==> src/dcs_pkg.sv <==
/*
  Constants for the debugger control and status block: control and status
  bit positions, host command bytes, serial bit timing and link states.
  Assumes a single 50 MHz core clock and a host at a fixed bit rate.
*/
package dcs_pkg;

  // ---------------------------------------------------------------
  // Control register bit positions
  // ---------------------------------------------------------------
  localparam int CTL_DEBUG_MODE_BIT = 7;
  localparam int CTL_BREAK_EN_BIT = 6;
  localparam int CTL_ACKEN_BIT = 5;
  localparam int CTL_RESET_BIT = 0;

  // ---------------------------------------------------------------
  // Status register bit positions, status and control reset values
  // ---------------------------------------------------------------
  localparam int STAT_DEBUG_BIT = 7;
  localparam int STAT_HALT_BIT = 6;
  localparam int STAT_PROTECT_BIT = 5;
  localparam logic [7:0] STAT_RESET = 8'h00;
  localparam logic [7:0] CTL_RESET = 8'h00;

  // ---------------------------------------------------------------
  // Host command bytes and acknowledge character
  // ---------------------------------------------------------------
  localparam logic [7:0] CMD_RD_REV = 8'h00;
  localparam logic [7:0] CMD_RD_STAT = 8'h02;
  localparam logic [7:0] CMD_WR_CTL = 8'h04;
  localparam logic [7:0] CMD_RD_CTL = 8'h05;
  localparam logic [7:0] CMD_WR_PC = 8'h06;
  localparam logic [7:0] CMD_RD_PC = 8'h07;
  localparam logic [7:0] CMD_RD_REG = 8'h09;
  localparam logic [7:0] ACK_CHAR = 8'hFF;

  // ---------------------------------------------------------------
  // Serial timing
  // ---------------------------------------------------------------
  localparam int CLK_FREQ_HZ = 50_000_000;
  localparam int BAUD_RATE = 115_200;
  localparam logic [15:0] BIT_CYCLES = 16'(CLK_FREQ_HZ / BAUD_RATE);
  localparam logic [15:0] HALF_CYCLES = 16'(CLK_FREQ_HZ / BAUD_RATE / 2);
  localparam logic [2:0] LAST_BIT = 3'h7;

  // ---------------------------------------------------------------
  // Link states, Gray along receive path; transmit entry and exit flip two bits
  // ---------------------------------------------------------------
  typedef enum logic [2:0] {
    LK_IDLE = 3'b000,
    LK_RX_START = 3'b001,
    LK_RX_DATA = 3'b011,
    LK_RX_STOP = 3'b010,
    LK_TX_START = 3'b110,
    LK_TX_DATA = 3'b111,
    LK_TX_STOP = 3'b101
  } dcs_link_t;

endpackage : dcs_pkg

==> src/dcs_debugger_control_status.sv <==
/*
  Debugger control and status logic: one-wire half-duplex serial link to
  the host, control bits, status byte, break and watchpoint handling.
  Assumes CPU-side inputs are on CORE_CLK and the line has a pull-up.
*/
`timescale 1ns/1ps
module dcs_debugger_control_status (
  // Clock and reset
  input wire logic CORE_CLK,
  input wire logic ARST_N,
  // Debug line, open drain
  input wire logic DEBUG_LINE_IN,
  output logic DEBUG_LINE_OUT,
  output logic DEBUG_LINE_OE,
  // CPU events and state
  input wire logic BREAK_DECODE,
  input wire logic WATCH_HIT,
  input wire logic HALT_MODE,
  input wire logic READ_PROTECT,
  input wire logic RESET_DONE,
  // CPU controls
  output logic BREAK_AS_NOP,
  output logic DEBUG_MODE,
  output logic DEVICE_RESET_REQ,
  // Forwarded host commands
  output logic CMD_VALID,
  output logic [7:0] CMD_BYTE
);

  // ---------------------------------------------------------------
  // Declarations
  // ---------------------------------------------------------------
  dcs_pkg::dcs_link_t state_q;
  logic sync1_q, sync2_q;
  logic [15:0] timer_q;
  logic [2:0] bitn_q;
  logic [7:0] shreg_q;
  logic [7:0] rx_byte_q;
  logic rx_valid_q;
  logic debug_mode_q, break_en_q, acken_q, rst_q;
  logic wait_data_q;
  logic resp_pend_q, ack_pend_q;
  logic [7:0] resp_q;
  logic cmd_valid_q;
  logic [7:0] cmd_byte_q;

  // ---------------------------------------------------------------
  // Command gating
  // ---------------------------------------------------------------
  function automatic logic cmd_allowed(input logic [7:0] cmd, input logic in_debug, input logic prot);
    logic basic;
    logic locked;
    basic = (cmd == dcs_pkg::CMD_RD_REV) || (cmd == dcs_pkg::CMD_RD_STAT) ||
            (cmd == dcs_pkg::CMD_WR_CTL) || (cmd == dcs_pkg::CMD_RD_CTL);
    locked = (cmd == dcs_pkg::CMD_WR_PC) || (cmd == dcs_pkg::CMD_RD_PC) ||
             (cmd == dcs_pkg::CMD_RD_REG);
    if (!in_debug) begin
      return basic;
    end
    return !(prot && locked);
  endfunction : cmd_allowed

  // ---------------------------------------------------------------
  // Decode
  // ---------------------------------------------------------------
  wire line = sync2_q;
  wire tick = (timer_q == 16'h0000);
  wire tx_req = resp_pend_q | ack_pend_q;
  wire [7:0] tx_byte = resp_pend_q ? resp_q : dcs_pkg::ACK_CHAR;
  wire tx_take = (state_q == dcs_pkg::LK_IDLE) && tx_req;
  wire break_hit = BREAK_DECODE & break_en_q;
  wire bp_event = break_hit | WATCH_HIT;
  wire [7:0] status_byte = {debug_mode_q, HALT_MODE, READ_PROTECT, 5'h00};
  wire [7:0] ctl_byte = {debug_mode_q, break_en_q, acken_q, 4'h0, rst_q};
  wire is_data = rx_valid_q & wait_data_q;
  wire is_cmd = rx_valid_q & ~wait_data_q;
  wire allowed = cmd_allowed(rx_byte_q, debug_mode_q, READ_PROTECT);
  wire ctl_wr = is_data;
  // Protected parts may not leave debug mode through a control write
  wire wr_mode_ok = !(READ_PROTECT && !rx_byte_q[dcs_pkg::CTL_DEBUG_MODE_BIT]);

  assign BREAK_AS_NOP = BREAK_DECODE & ~break_en_q;
  assign DEBUG_MODE = debug_mode_q;
  assign DEVICE_RESET_REQ = rst_q;
  assign CMD_VALID = cmd_valid_q;
  assign CMD_BYTE = cmd_byte_q;
  // Line is only ever pulled low; the pull-up gives the high level
  assign DEBUG_LINE_OUT = 1'b0;
  assign DEBUG_LINE_OE = (state_q == dcs_pkg::LK_TX_START) ||
                  ((state_q == dcs_pkg::LK_TX_DATA) && !shreg_q[0]);

  // ---------------------------------------------------------------
  // Line synchroniser
  // ---------------------------------------------------------------
  always_ff @(posedge CORE_CLK or negedge ARST_N) begin
    if (!ARST_N) begin
      sync1_q <= 1'b1;
      sync2_q <= 1'b1;
    end else begin
      sync1_q <= DEBUG_LINE_IN;
      sync2_q <= sync1_q;
    end
  end

  // ---------------------------------------------------------------
  // Serial link
  // ---------------------------------------------------------------
  // One state machine owns the line, so send and receive never overlap
  always_ff @(posedge CORE_CLK or negedge ARST_N) begin
    if (!ARST_N) begin
      state_q <= dcs_pkg::LK_IDLE;
      timer_q <= 16'h0000;
      bitn_q <= 3'h0;
      shreg_q <= 8'h00;
      rx_byte_q <= 8'h00;
      rx_valid_q <= 1'b0;
    end else begin
      rx_valid_q <= 1'b0;
      timer_q <= tick ? dcs_pkg::BIT_CYCLES - 16'h0001 : timer_q - 16'h0001;
      unique case (state_q)
        dcs_pkg::LK_IDLE: begin
          bitn_q <= 3'h0;
          if (tx_req) begin
            state_q <= dcs_pkg::LK_TX_START;
            shreg_q <= tx_byte;
            timer_q <= dcs_pkg::BIT_CYCLES - 16'h0001;
          end else if (!line) begin
            state_q <= dcs_pkg::LK_RX_START;
            timer_q <= dcs_pkg::HALF_CYCLES - 16'h0001;
          end
        end
        dcs_pkg::LK_RX_START: begin
          if (tick) begin
            state_q <= line ? dcs_pkg::LK_IDLE : dcs_pkg::LK_RX_DATA;
          end
        end
        dcs_pkg::LK_RX_DATA: begin
          if (tick) begin
            shreg_q <= {line, shreg_q[7:1]};
            bitn_q <= bitn_q + 3'h1;
            if (bitn_q == dcs_pkg::LAST_BIT) begin
              state_q <= dcs_pkg::LK_RX_STOP;
            end
          end
        end
        dcs_pkg::LK_RX_STOP: begin
          if (tick) begin
            state_q <= dcs_pkg::LK_IDLE;
            // Framing errors are dropped silently
            rx_valid_q <= line;
            rx_byte_q <= shreg_q;
          end
        end
        dcs_pkg::LK_TX_START: begin
          if (tick) begin
            state_q <= dcs_pkg::LK_TX_DATA;
          end
        end
        dcs_pkg::LK_TX_DATA: begin
          if (tick) begin
            shreg_q <= {1'b1, shreg_q[7:1]};
            bitn_q <= bitn_q + 3'h1;
            if (bitn_q == dcs_pkg::LAST_BIT) begin
              state_q <= dcs_pkg::LK_TX_STOP;
            end
          end
        end
        dcs_pkg::LK_TX_STOP: begin
          if (tick) begin
            state_q <= dcs_pkg::LK_IDLE;
          end
        end
        default: begin
          state_q <= dcs_pkg::LK_IDLE;
        end
      endcase
    end
  end

  // ---------------------------------------------------------------
  // Control bits
  // ---------------------------------------------------------------
  // ARST_N clears these and RESET_DONE the reset bit; the device reset request leaves them alone
  always_ff @(posedge CORE_CLK or negedge ARST_N) begin
    if (!ARST_N) begin
      debug_mode_q <= dcs_pkg::CTL_RESET[dcs_pkg::CTL_DEBUG_MODE_BIT];
      break_en_q <= dcs_pkg::CTL_RESET[dcs_pkg::CTL_BREAK_EN_BIT];
      acken_q <= dcs_pkg::CTL_RESET[dcs_pkg::CTL_ACKEN_BIT];
      rst_q <= dcs_pkg::CTL_RESET[dcs_pkg::CTL_RESET_BIT];
    end else begin
      if (bp_event) begin
        debug_mode_q <= 1'b1;
      end else if (ctl_wr && wr_mode_ok) begin
        debug_mode_q <= rx_byte_q[dcs_pkg::CTL_DEBUG_MODE_BIT];
      end
      if (ctl_wr) begin
        break_en_q <= rx_byte_q[dcs_pkg::CTL_BREAK_EN_BIT];
        acken_q <= rx_byte_q[dcs_pkg::CTL_ACKEN_BIT];
      end
      // Reserved bits are not stored; host keeps them zero
      if (ctl_wr && rx_byte_q[dcs_pkg::CTL_RESET_BIT]) begin
        rst_q <= 1'b1;
      end else if (RESET_DONE) begin
        rst_q <= 1'b0;
      end
    end
  end

  // ---------------------------------------------------------------
  // Command handling and replies
  // ---------------------------------------------------------------
  always_ff @(posedge CORE_CLK or negedge ARST_N) begin
    if (!ARST_N) begin
      wait_data_q <= 1'b0;
      resp_pend_q <= 1'b0;
      resp_q <= dcs_pkg::STAT_RESET;
      ack_pend_q <= 1'b0;
      cmd_valid_q <= 1'b0;
      cmd_byte_q <= 8'h00;
    end else begin
      cmd_valid_q <= 1'b0;
      if (is_data) begin
        wait_data_q <= 1'b0;
      end else if (is_cmd && allowed) begin
        if (rx_byte_q == dcs_pkg::CMD_WR_CTL) begin
          wait_data_q <= 1'b1;
        end else if (rx_byte_q == dcs_pkg::CMD_RD_STAT) begin
          resp_q <= status_byte;
        end else if (rx_byte_q == dcs_pkg::CMD_RD_CTL) begin
          resp_q <= ctl_byte;
        end else begin
          cmd_valid_q <= 1'b1;
          cmd_byte_q <= rx_byte_q;
        end
      end
      // Reply byte outranks a pending acknowledge
      if (is_cmd && allowed &&
          ((rx_byte_q == dcs_pkg::CMD_RD_STAT) || (rx_byte_q == dcs_pkg::CMD_RD_CTL))) begin
        resp_pend_q <= 1'b1;
      end else if (tx_take && resp_pend_q) begin
        resp_pend_q <= 1'b0;
      end
      // New event wins over the clear of the previous one
      if (bp_event && acken_q) begin
        ack_pend_q <= 1'b1;
      end else if (tx_take && !resp_pend_q) begin
        ack_pend_q <= 1'b0;
      end
    end
  end

endmodule : dcs_debugger_control_status

==> config.mk <==
export PLATFORM = sky130hd
export DESIGN_NAME = dcs_debugger_control_status
export DESIGN_NICKNAME = d
export VERILOG_FILES = /design/src/dcs_pkg.sv /design/src/dcs_debugger_control_status.sv
export SDC_FILE = /design/constraint.sdc
export NUM_CORES = 1
export LEC_CHECK = 0
export ABC_CLOCK_PERIOD_IN_PS = 2400
export BUFFER_PORTS_ARGS = -buffer_cell sky130_fd_sc_hd__buf_2
export CORE_MARGIN = 1.5
export CORE_UTILIZATION = 47
export DETAILED_ROUTE_END_ITERATION = 12
export GPL_TIMING_DRIVEN = 0
export MAX_ROUTING_LAYER = met4
export PLACE_DENSITY = 0.67
export SYNTH_ARGS = -nofsm -noshare
export SYNTH_HDL_FRONTEND = slang
export SYNTH_SLANG_ARGS = --single-unit
==> constraint.sdc <==
create_clock -name CORE_CLK -period 2.4 [get_ports CORE_CLK]
set_input_delay 0.12 -clock CORE_CLK [delete_from_list [all_inputs] [get_ports CORE_CLK]]
set_output_delay 0.12 -clock CORE_CLK [all_outputs]
set_load 0.005 [all_outputs]
Word level (Yosys, flattened, before mapping)
Cells that the tools add are included.
- RAM bits: 0
- memories: 0
- register bits after elaboration: 65
- bits in read-only memories: 0
- output and inout bits: 14
- input port bits: 8
- logic and storage cells: 142
- latch bits: 0
- bitwise operators: 12
- equal/unequal tests: 23
- magnitude comparators: 0
- $add $sub $neg: 2
- muxes and demuxes: 43
- shift operators: 0
- div/mod/pow operators: 0
- multiply operators: 0
- reductions and logical operators: 44
- operators by type and width (kind ; count):
    2-to-1 mux 16 bit ; 4
    2-to-1 mux 8 bit ; 6
    equality test 8 x 3 -> 1 bit (second input constant) ; 4
    2-to-1 mux 3 bit ; 10
    case mux 8 bit (3 select lines) ; 1
    2-to-1 mux 1 bit ; 19
    case mux 3 bit (6 select lines) ; 1
    logical NOT 16 bit ; 1
    nonzero test 2 bit ; 8
    subtractor 16 x 1 -> 16 bit (second input constant) ; 1
    equality test 3 bit (second input constant) ; 4
    != test 2 bit (second input constant) ; 6
    logical AND 1 bit ; 11
    equality test 8 x 2 -> 1 bit (second input constant) ; 1
    equality test 8 x 4 -> 1 bit (second input constant) ; 1
    logical NOT 8 bit ; 1
    AND reduction 4 bit ; 2
    AND reduction 8 bit ; 1
    logical OR 1 bit ; 7
    equality test 3 x 2 -> 1 bit (second input constant) ; 2
    != test 2 x 1 -> 1 bit (second input constant) ; 3
    inverter 1 bit ; 6
    case mux 3 bit (2 select lines) ; 1
    AND reduction 2 bit ; 3
    11 further kinds ; 20

Depth between registers and ports, before layout
- depth after elaboration: 9
- mapped depth: 8
- mapped depth without buffers: 7

Least setup slack after synthesis
No wires, ideal clock.
- path kind: register to register
- start point: register timer_q[0]
- end point: register shreg_q[7]
- slack: 108 ps
- stages on the path, launching flop included: 8
- arrival: 2172 ps
- setup time: 120 ps
- clock period less this slack: 2292 ps
- buffers on the path: 1
- path through: dfrtp_1 inv_1 ha_1 nor3b_1 nand2_1 or4_4 clkbuf_8 a31o_1
- word-level cells in the longest chain between the ends: 3
- RTL lines (item ; line ; source):
    from (decl) ; dcs_debugger_control_status.sv:35 ; logic [15:0] timer_q;
    from (signal assigned) ; dcs_debugger_control_status.sv:119 ; timer_q <= tick ? dcs_pkg::BIT_CYCLES - 16'h0001 : timer_q - 16'h0001;
    from (signal assigned) ; dcs_debugger_control_status.sv:126 ; timer_q <= dcs_pkg::BIT_CYCLES - 16'h0001;
    from (signal assigned) ; dcs_debugger_control_status.sv:129 ; timer_q <= dcs_pkg::HALF_CYCLES - 16'h0001;
    logical NOT 16 bit * ; dcs_debugger_control_status.sv:67 ; wire tick = (timer_q == 16'h0000);
    != test 2 bit (no line) ; n/a ;
    AND reduction 4 bit (no line) * ; n/a ;
    to (signal assigned) ; dcs_debugger_control_status.sv:125 ; shreg_q <= tx_byte;
    to (signal assigned) ; dcs_debugger_control_status.sv:139 ; shreg_q <= {line, shreg_q[7:1]};
    to (signal assigned) ; dcs_debugger_control_status.sv:161 ; shreg_q <= {1'b1, shreg_q[7:1]};
    to (decl) ; dcs_debugger_control_status.sv:37 ; logic [7:0] shreg_q;
Every way passes the cells marked *; elsewhere a longest branch is shown, timed or not.
A chain may end at the register's enable or synchronous reset.

Worst setup path after layout
- start point: register timer_q[10]
- end point: register rx_byte_q[2]
- word-level cells in the longest chain between the ends: 2
- RTL lines (item ; line ; source):
    logical NOT 16 bit ; dcs_debugger_control_status.sv:67 ;
    AND reduction 2 bit (no line) ; n/a ;
    to (signal assigned) ; dcs_debugger_control_status.sv:151 ; rx_byte_q <= shreg_q;
    to (decl) ; dcs_debugger_control_status.sv:38 ; logic [7:0] rx_byte_q;
Every way passes these cells.

==> summary.md <==
| Metric | Value |
|---|---|
| Placer Congestion | 0.779 |
| Final HPWL DP | 3830 um |
| Adder-cell share of the synthesized area | 0.0130 |
| Share of the synthesized area in the top cell type | 0.511 |
| Crit-path max FO | 8 |
| Tightest Pin Transition | 0.778 ns |
| Family with the most delay on the worst path | simple AND/OR/NAND/NOR gates |
| Clock buffer depth | 2 |
| Initial Utilization | 0.488 |
| Cells after synthesis | 267 |
| Final WL | 5630 um |
| Die outline area | 6630 sq um |
| Worst rel slew slack | 0.481 |
| Crit start category | flop |
| Top cell by count, worst path | or4_4 |
| Sequential area share after synthesis | 0.529 |
| Hold Fails Final Rpt | 0 |
| Vias in the first global route | 1989 |
| R2R Path End | rx_byte_q[2] |
| DR WL/cell | 14.6 um |
| Worst reg-to-reg setup slack | 0.06 ns |
| Synthesized area | 2890 sq um |
| Area grow syn2layout | 18.0% |
| R2R cell count | 5 |
| Clk network pwr share | 0.432 |
| Largest family of logic cells by synthesized area | simple AND/OR/NAND/NOR gates |
| I/O pin count | 22 |
| Fraction of registers with async set or reset after synthesis | 1.00 |
| CP endpoint kind | flop |
| Yosys cell types | 54 |
| All-Layer GR Usage | 0.196 |
| GRT Residual Overflow | 0 |
| Post-synth top flop | dfrtp_1 |
| Post-layout minimum cycle time | 2.34 ns |
| Dominant cells by area after synthesis | dfrtp_1 51%, mux2_2 9.0%, nor2_1 5.3% |
| Port-buffer cells | 20 |
| Critical path buffers and inverters | 1 |
| Mux share of post-synthesis cell area | 0.0931 |
| Yosys top cell by area | dfrtp_1 |
| Combinational power share | 0.019 |
| Initial antenna violation count | 0 |
| Fin. max-slew vios | 0 |
| P_int | 1.44 mW |
| Worst hold margin | 0.0326 ns |
| Crit path kind | flop to flop |
| EDFF count, synth | 0 |
| Final Skew | 0.0132 ns |
| Synth warn | 0 |
| Clk slew on worst S/H paths | 0.07 ns |
| Crit path cell chain | or4_4, or4_4, nor4b_4, buf_4, mux2_2 |
| RR Startpoint | timer_q[10] |
| Root buf cell | clkbuf_8 |
| Num CTS Buffers | 9 |
| CP required | 2.61 ns |
| Hold Path Depth | 3 |
| Residual DRC count | 0 |
| Post-layout util | 0.576 |
| Setup tns final | 0 ns |
| Slowest CP cell | or4_4 |
| Core box area | 5920 sq um |
| CTS H-tree depth | 3 |
| Cell row count | 28 |
| Worst Hold End | DEBUG_MODE |
| Leakage | 1.62 nW |
| Final cycle utilization of the critical path | 0.974 |
| Status | complete, no violations |
| DR iter-0 viols | 117 |
| Post-Synth Simple-Gate Area | 0.176 |
| Post-Synth XOR/XNOR Area | 0.0364 |
| Power density over cell area | 551 nW/um^2 |
| Endpoints failing setup | 0 |
| Vias after detailed routing | 2085 |
| Avg Vias per Cell | 5.40 |
| Die width | 81.4 um |
| Post-route setup slack | 0.0627 ns |
| Switching pwr | 440 uW |
| Largest stage delay on the critical path | 0.54 ns |
| CP Data Arrival Time | 2.55 ns |
| Latest clock arrival within the worst-skew pair | 0.34 ns |
| Synth Register Bits | 61 |
| Antenna cells | 0 |
| HP Class | input pin to flop |
| Fmax | 428 MHz |
| Detailed Routing Iterations Pass 1 | 4 |
| CTS sink count | 61 |
| Setup WS pre-CTS | -0.295 ns |
| Die Span Y | 81.4 um |
| Max-cap viol count | 0 |
| Flop pwr share | 0.549 |
| Avg Cell Area, Syn | 10.8 sq um |
| Post-Syn Nets | 278 |
| Largest net degree at the start of global routing | 62 |
| Min-delay src | BREAK_DECODE |
| Sw Ratio | 0.234 |
| First-pass GRT wire length | 9380 um |
| Layout cell share with drive strength beyond 1 | 0.296 |
| Nets | 317 |
| Synth Area in Compound Gates | 0.112 |
| DRT antenna net count | 0 |
| Maximum VDD drop | 0.000273 V |
| CTS tree | built |
| Total power | 1.88 mW |
==> flip-flops by register name, summed over array words and instances (netlist names) <==
| register | cells |
|---|---|
| resp_q | 4 |
| DEVICE_RESET_REQ | 1 |
| line | 1 |
| DEBUG_MODE | 1 |
| acken_q | 1 |
| CMD_BYTE | 8 |
| state_q | 3 |
| wait_data_q | 1 |
| rx_valid_q | 1 |
| shreg_q | 8 |
| sync1_q | 1 |
| resp_pend_q | 1 |
| CMD_VALID | 1 |
| break_en_q | 1 |
| timer_q | 16 |
| bitn_q | 3 |
| ack_pend_q | 1 |
| rx_byte_q | 8 |
==> Yosys cell counts, drive strengths merged (2+ instances only) <==
master and instances:
o211ai 3, o21ai 13, nor3b 3, and3 3, or4 5, or3 6
o31ai 2, nand3b 2, nor4 3, mux2 23, nand3 7, clkbuf 5
dfstp 2, nand2b 2, xor2 5, dfrtp 59, a21oi 10, nor3 5
xnor2 7, ha 3, nor2b 2, inv 13, a31o 2, nor2 41
buf 4, nand2 13, a211oi 7, a21o 2
==> cell families after synthesis <==
kind of cell | Yosys count
and+or+nand+nor | 96
adders and majority gates | 3
xor gates and xnor gates | 12
muxes | 24
DFF | 61
AOI/OAI and AO/OA | 48
other | 1
buffers and inverters | 22
==> power groups by stage <==
| stage | logic, mW | clock network, mW | registers (mW) |
|---|---|---|---|
| floorplan | 0.00409 | 0 | 1.05 |
| global placement | 0.0316 | 0 | 1.05 |
| detailed placement | 0.0318 | 0 | 1.05 |
| CTS | 0.0357 | 0.832 | 1.03 |
| global route | 0.0425 | 0.880 | 1.03 |
| finish | 0.0359 | 0.812 | 1.03 |
==> through the flow <==
step,area [sq um],cells
2_1_floorplan,2890,267
3_3_place_gp,3080,362
3_5_place_dp,3080,362
4_1_cts,3320,382
5_1_grt,3410,386
6_report,3410,386
==> final cells by class <==
type	count	area, sq um
fill	502	2510
clock inverter	6	38.8
multi-input combinational	184	1330
clock buffer	10	138
sequential	61	1530
buffer	9	65.1
tap	75	93.8
timing repair buffer	28	173
inverter	13	48.8
==> tightest hold or removal path, delay by kind of cell <==
kind,cells,cell delay [ns]
simple gates,1,0.06
compound gates,1,0.07
buf+inv,1,0.09
==> metal layers <==
layer,wire length (um),GRT usage
met5,0,-
met4,109,0.102
met3,209,0.0411
met2,2610,0.294
met1,2700,0.249
==> repair_timing <==
| item | 4_1_cts | 5_1_grt |
|---|---|---|
| setup buffers | 1 | 3 |
| hold buffers | 3 | 1 |
| hold endpoints to repair | 3 | 59 |
| pin swaps | 1 | 1 |
| resized for setup | 5 | 11 |
| endpoints found under the setup margin | 36 | 19 |
==> placed cells by master (no fill, tap or decap), drive strengths merged, types with 3 or more instances in the layout <==
master / netlist / final
dlygate4sd3: 0 / 4
clkbuf: 5 / 14
nor2: 41 / 41
nand3: 7 / 7
nor4: 3 / 3
or3: 6 / 6
o211ai: 3 / 3
buf: 4 / 29
nor3b: 3 / 3
xnor2: 7 / 7
ha: 3 / 3
nand2: 13 / 13
mux2: 23 / 23
a211oi: 7 / 7
nor3: 5 / 5
clkinv: 0 / 4
inv: 13 / 13
o21ai: 13 / 13
or4: 5 / 5
dfrtp: 59 / 59
a21oi: 10 / 10
and3: 3 / 3
xor2: 5 / 5
==> worst max-delay path by stage <==
| stage | slack, ns | end | cells after the start | from |
|---|---|---|---|---|
| after floorplan | 0.11 | shreg_q[7] | 7 | timer_q[0] |
| after global placement | -0.33 | state_q[1] | 7 | timer_q[0] |
| after detailed placement | -0.29 | state_q[1] | 7 | timer_q[0] |
| after CTS | 0.04 | shreg_q[7] | 6 | timer_q[10] |
| after global routing | -0.003 | shreg_q[5] | 6 | timer_q[10] |
| final | 0.06 | rx_byte_q[2] | 5 | timer_q[10] |
Power figures use the tool's default switching activity.
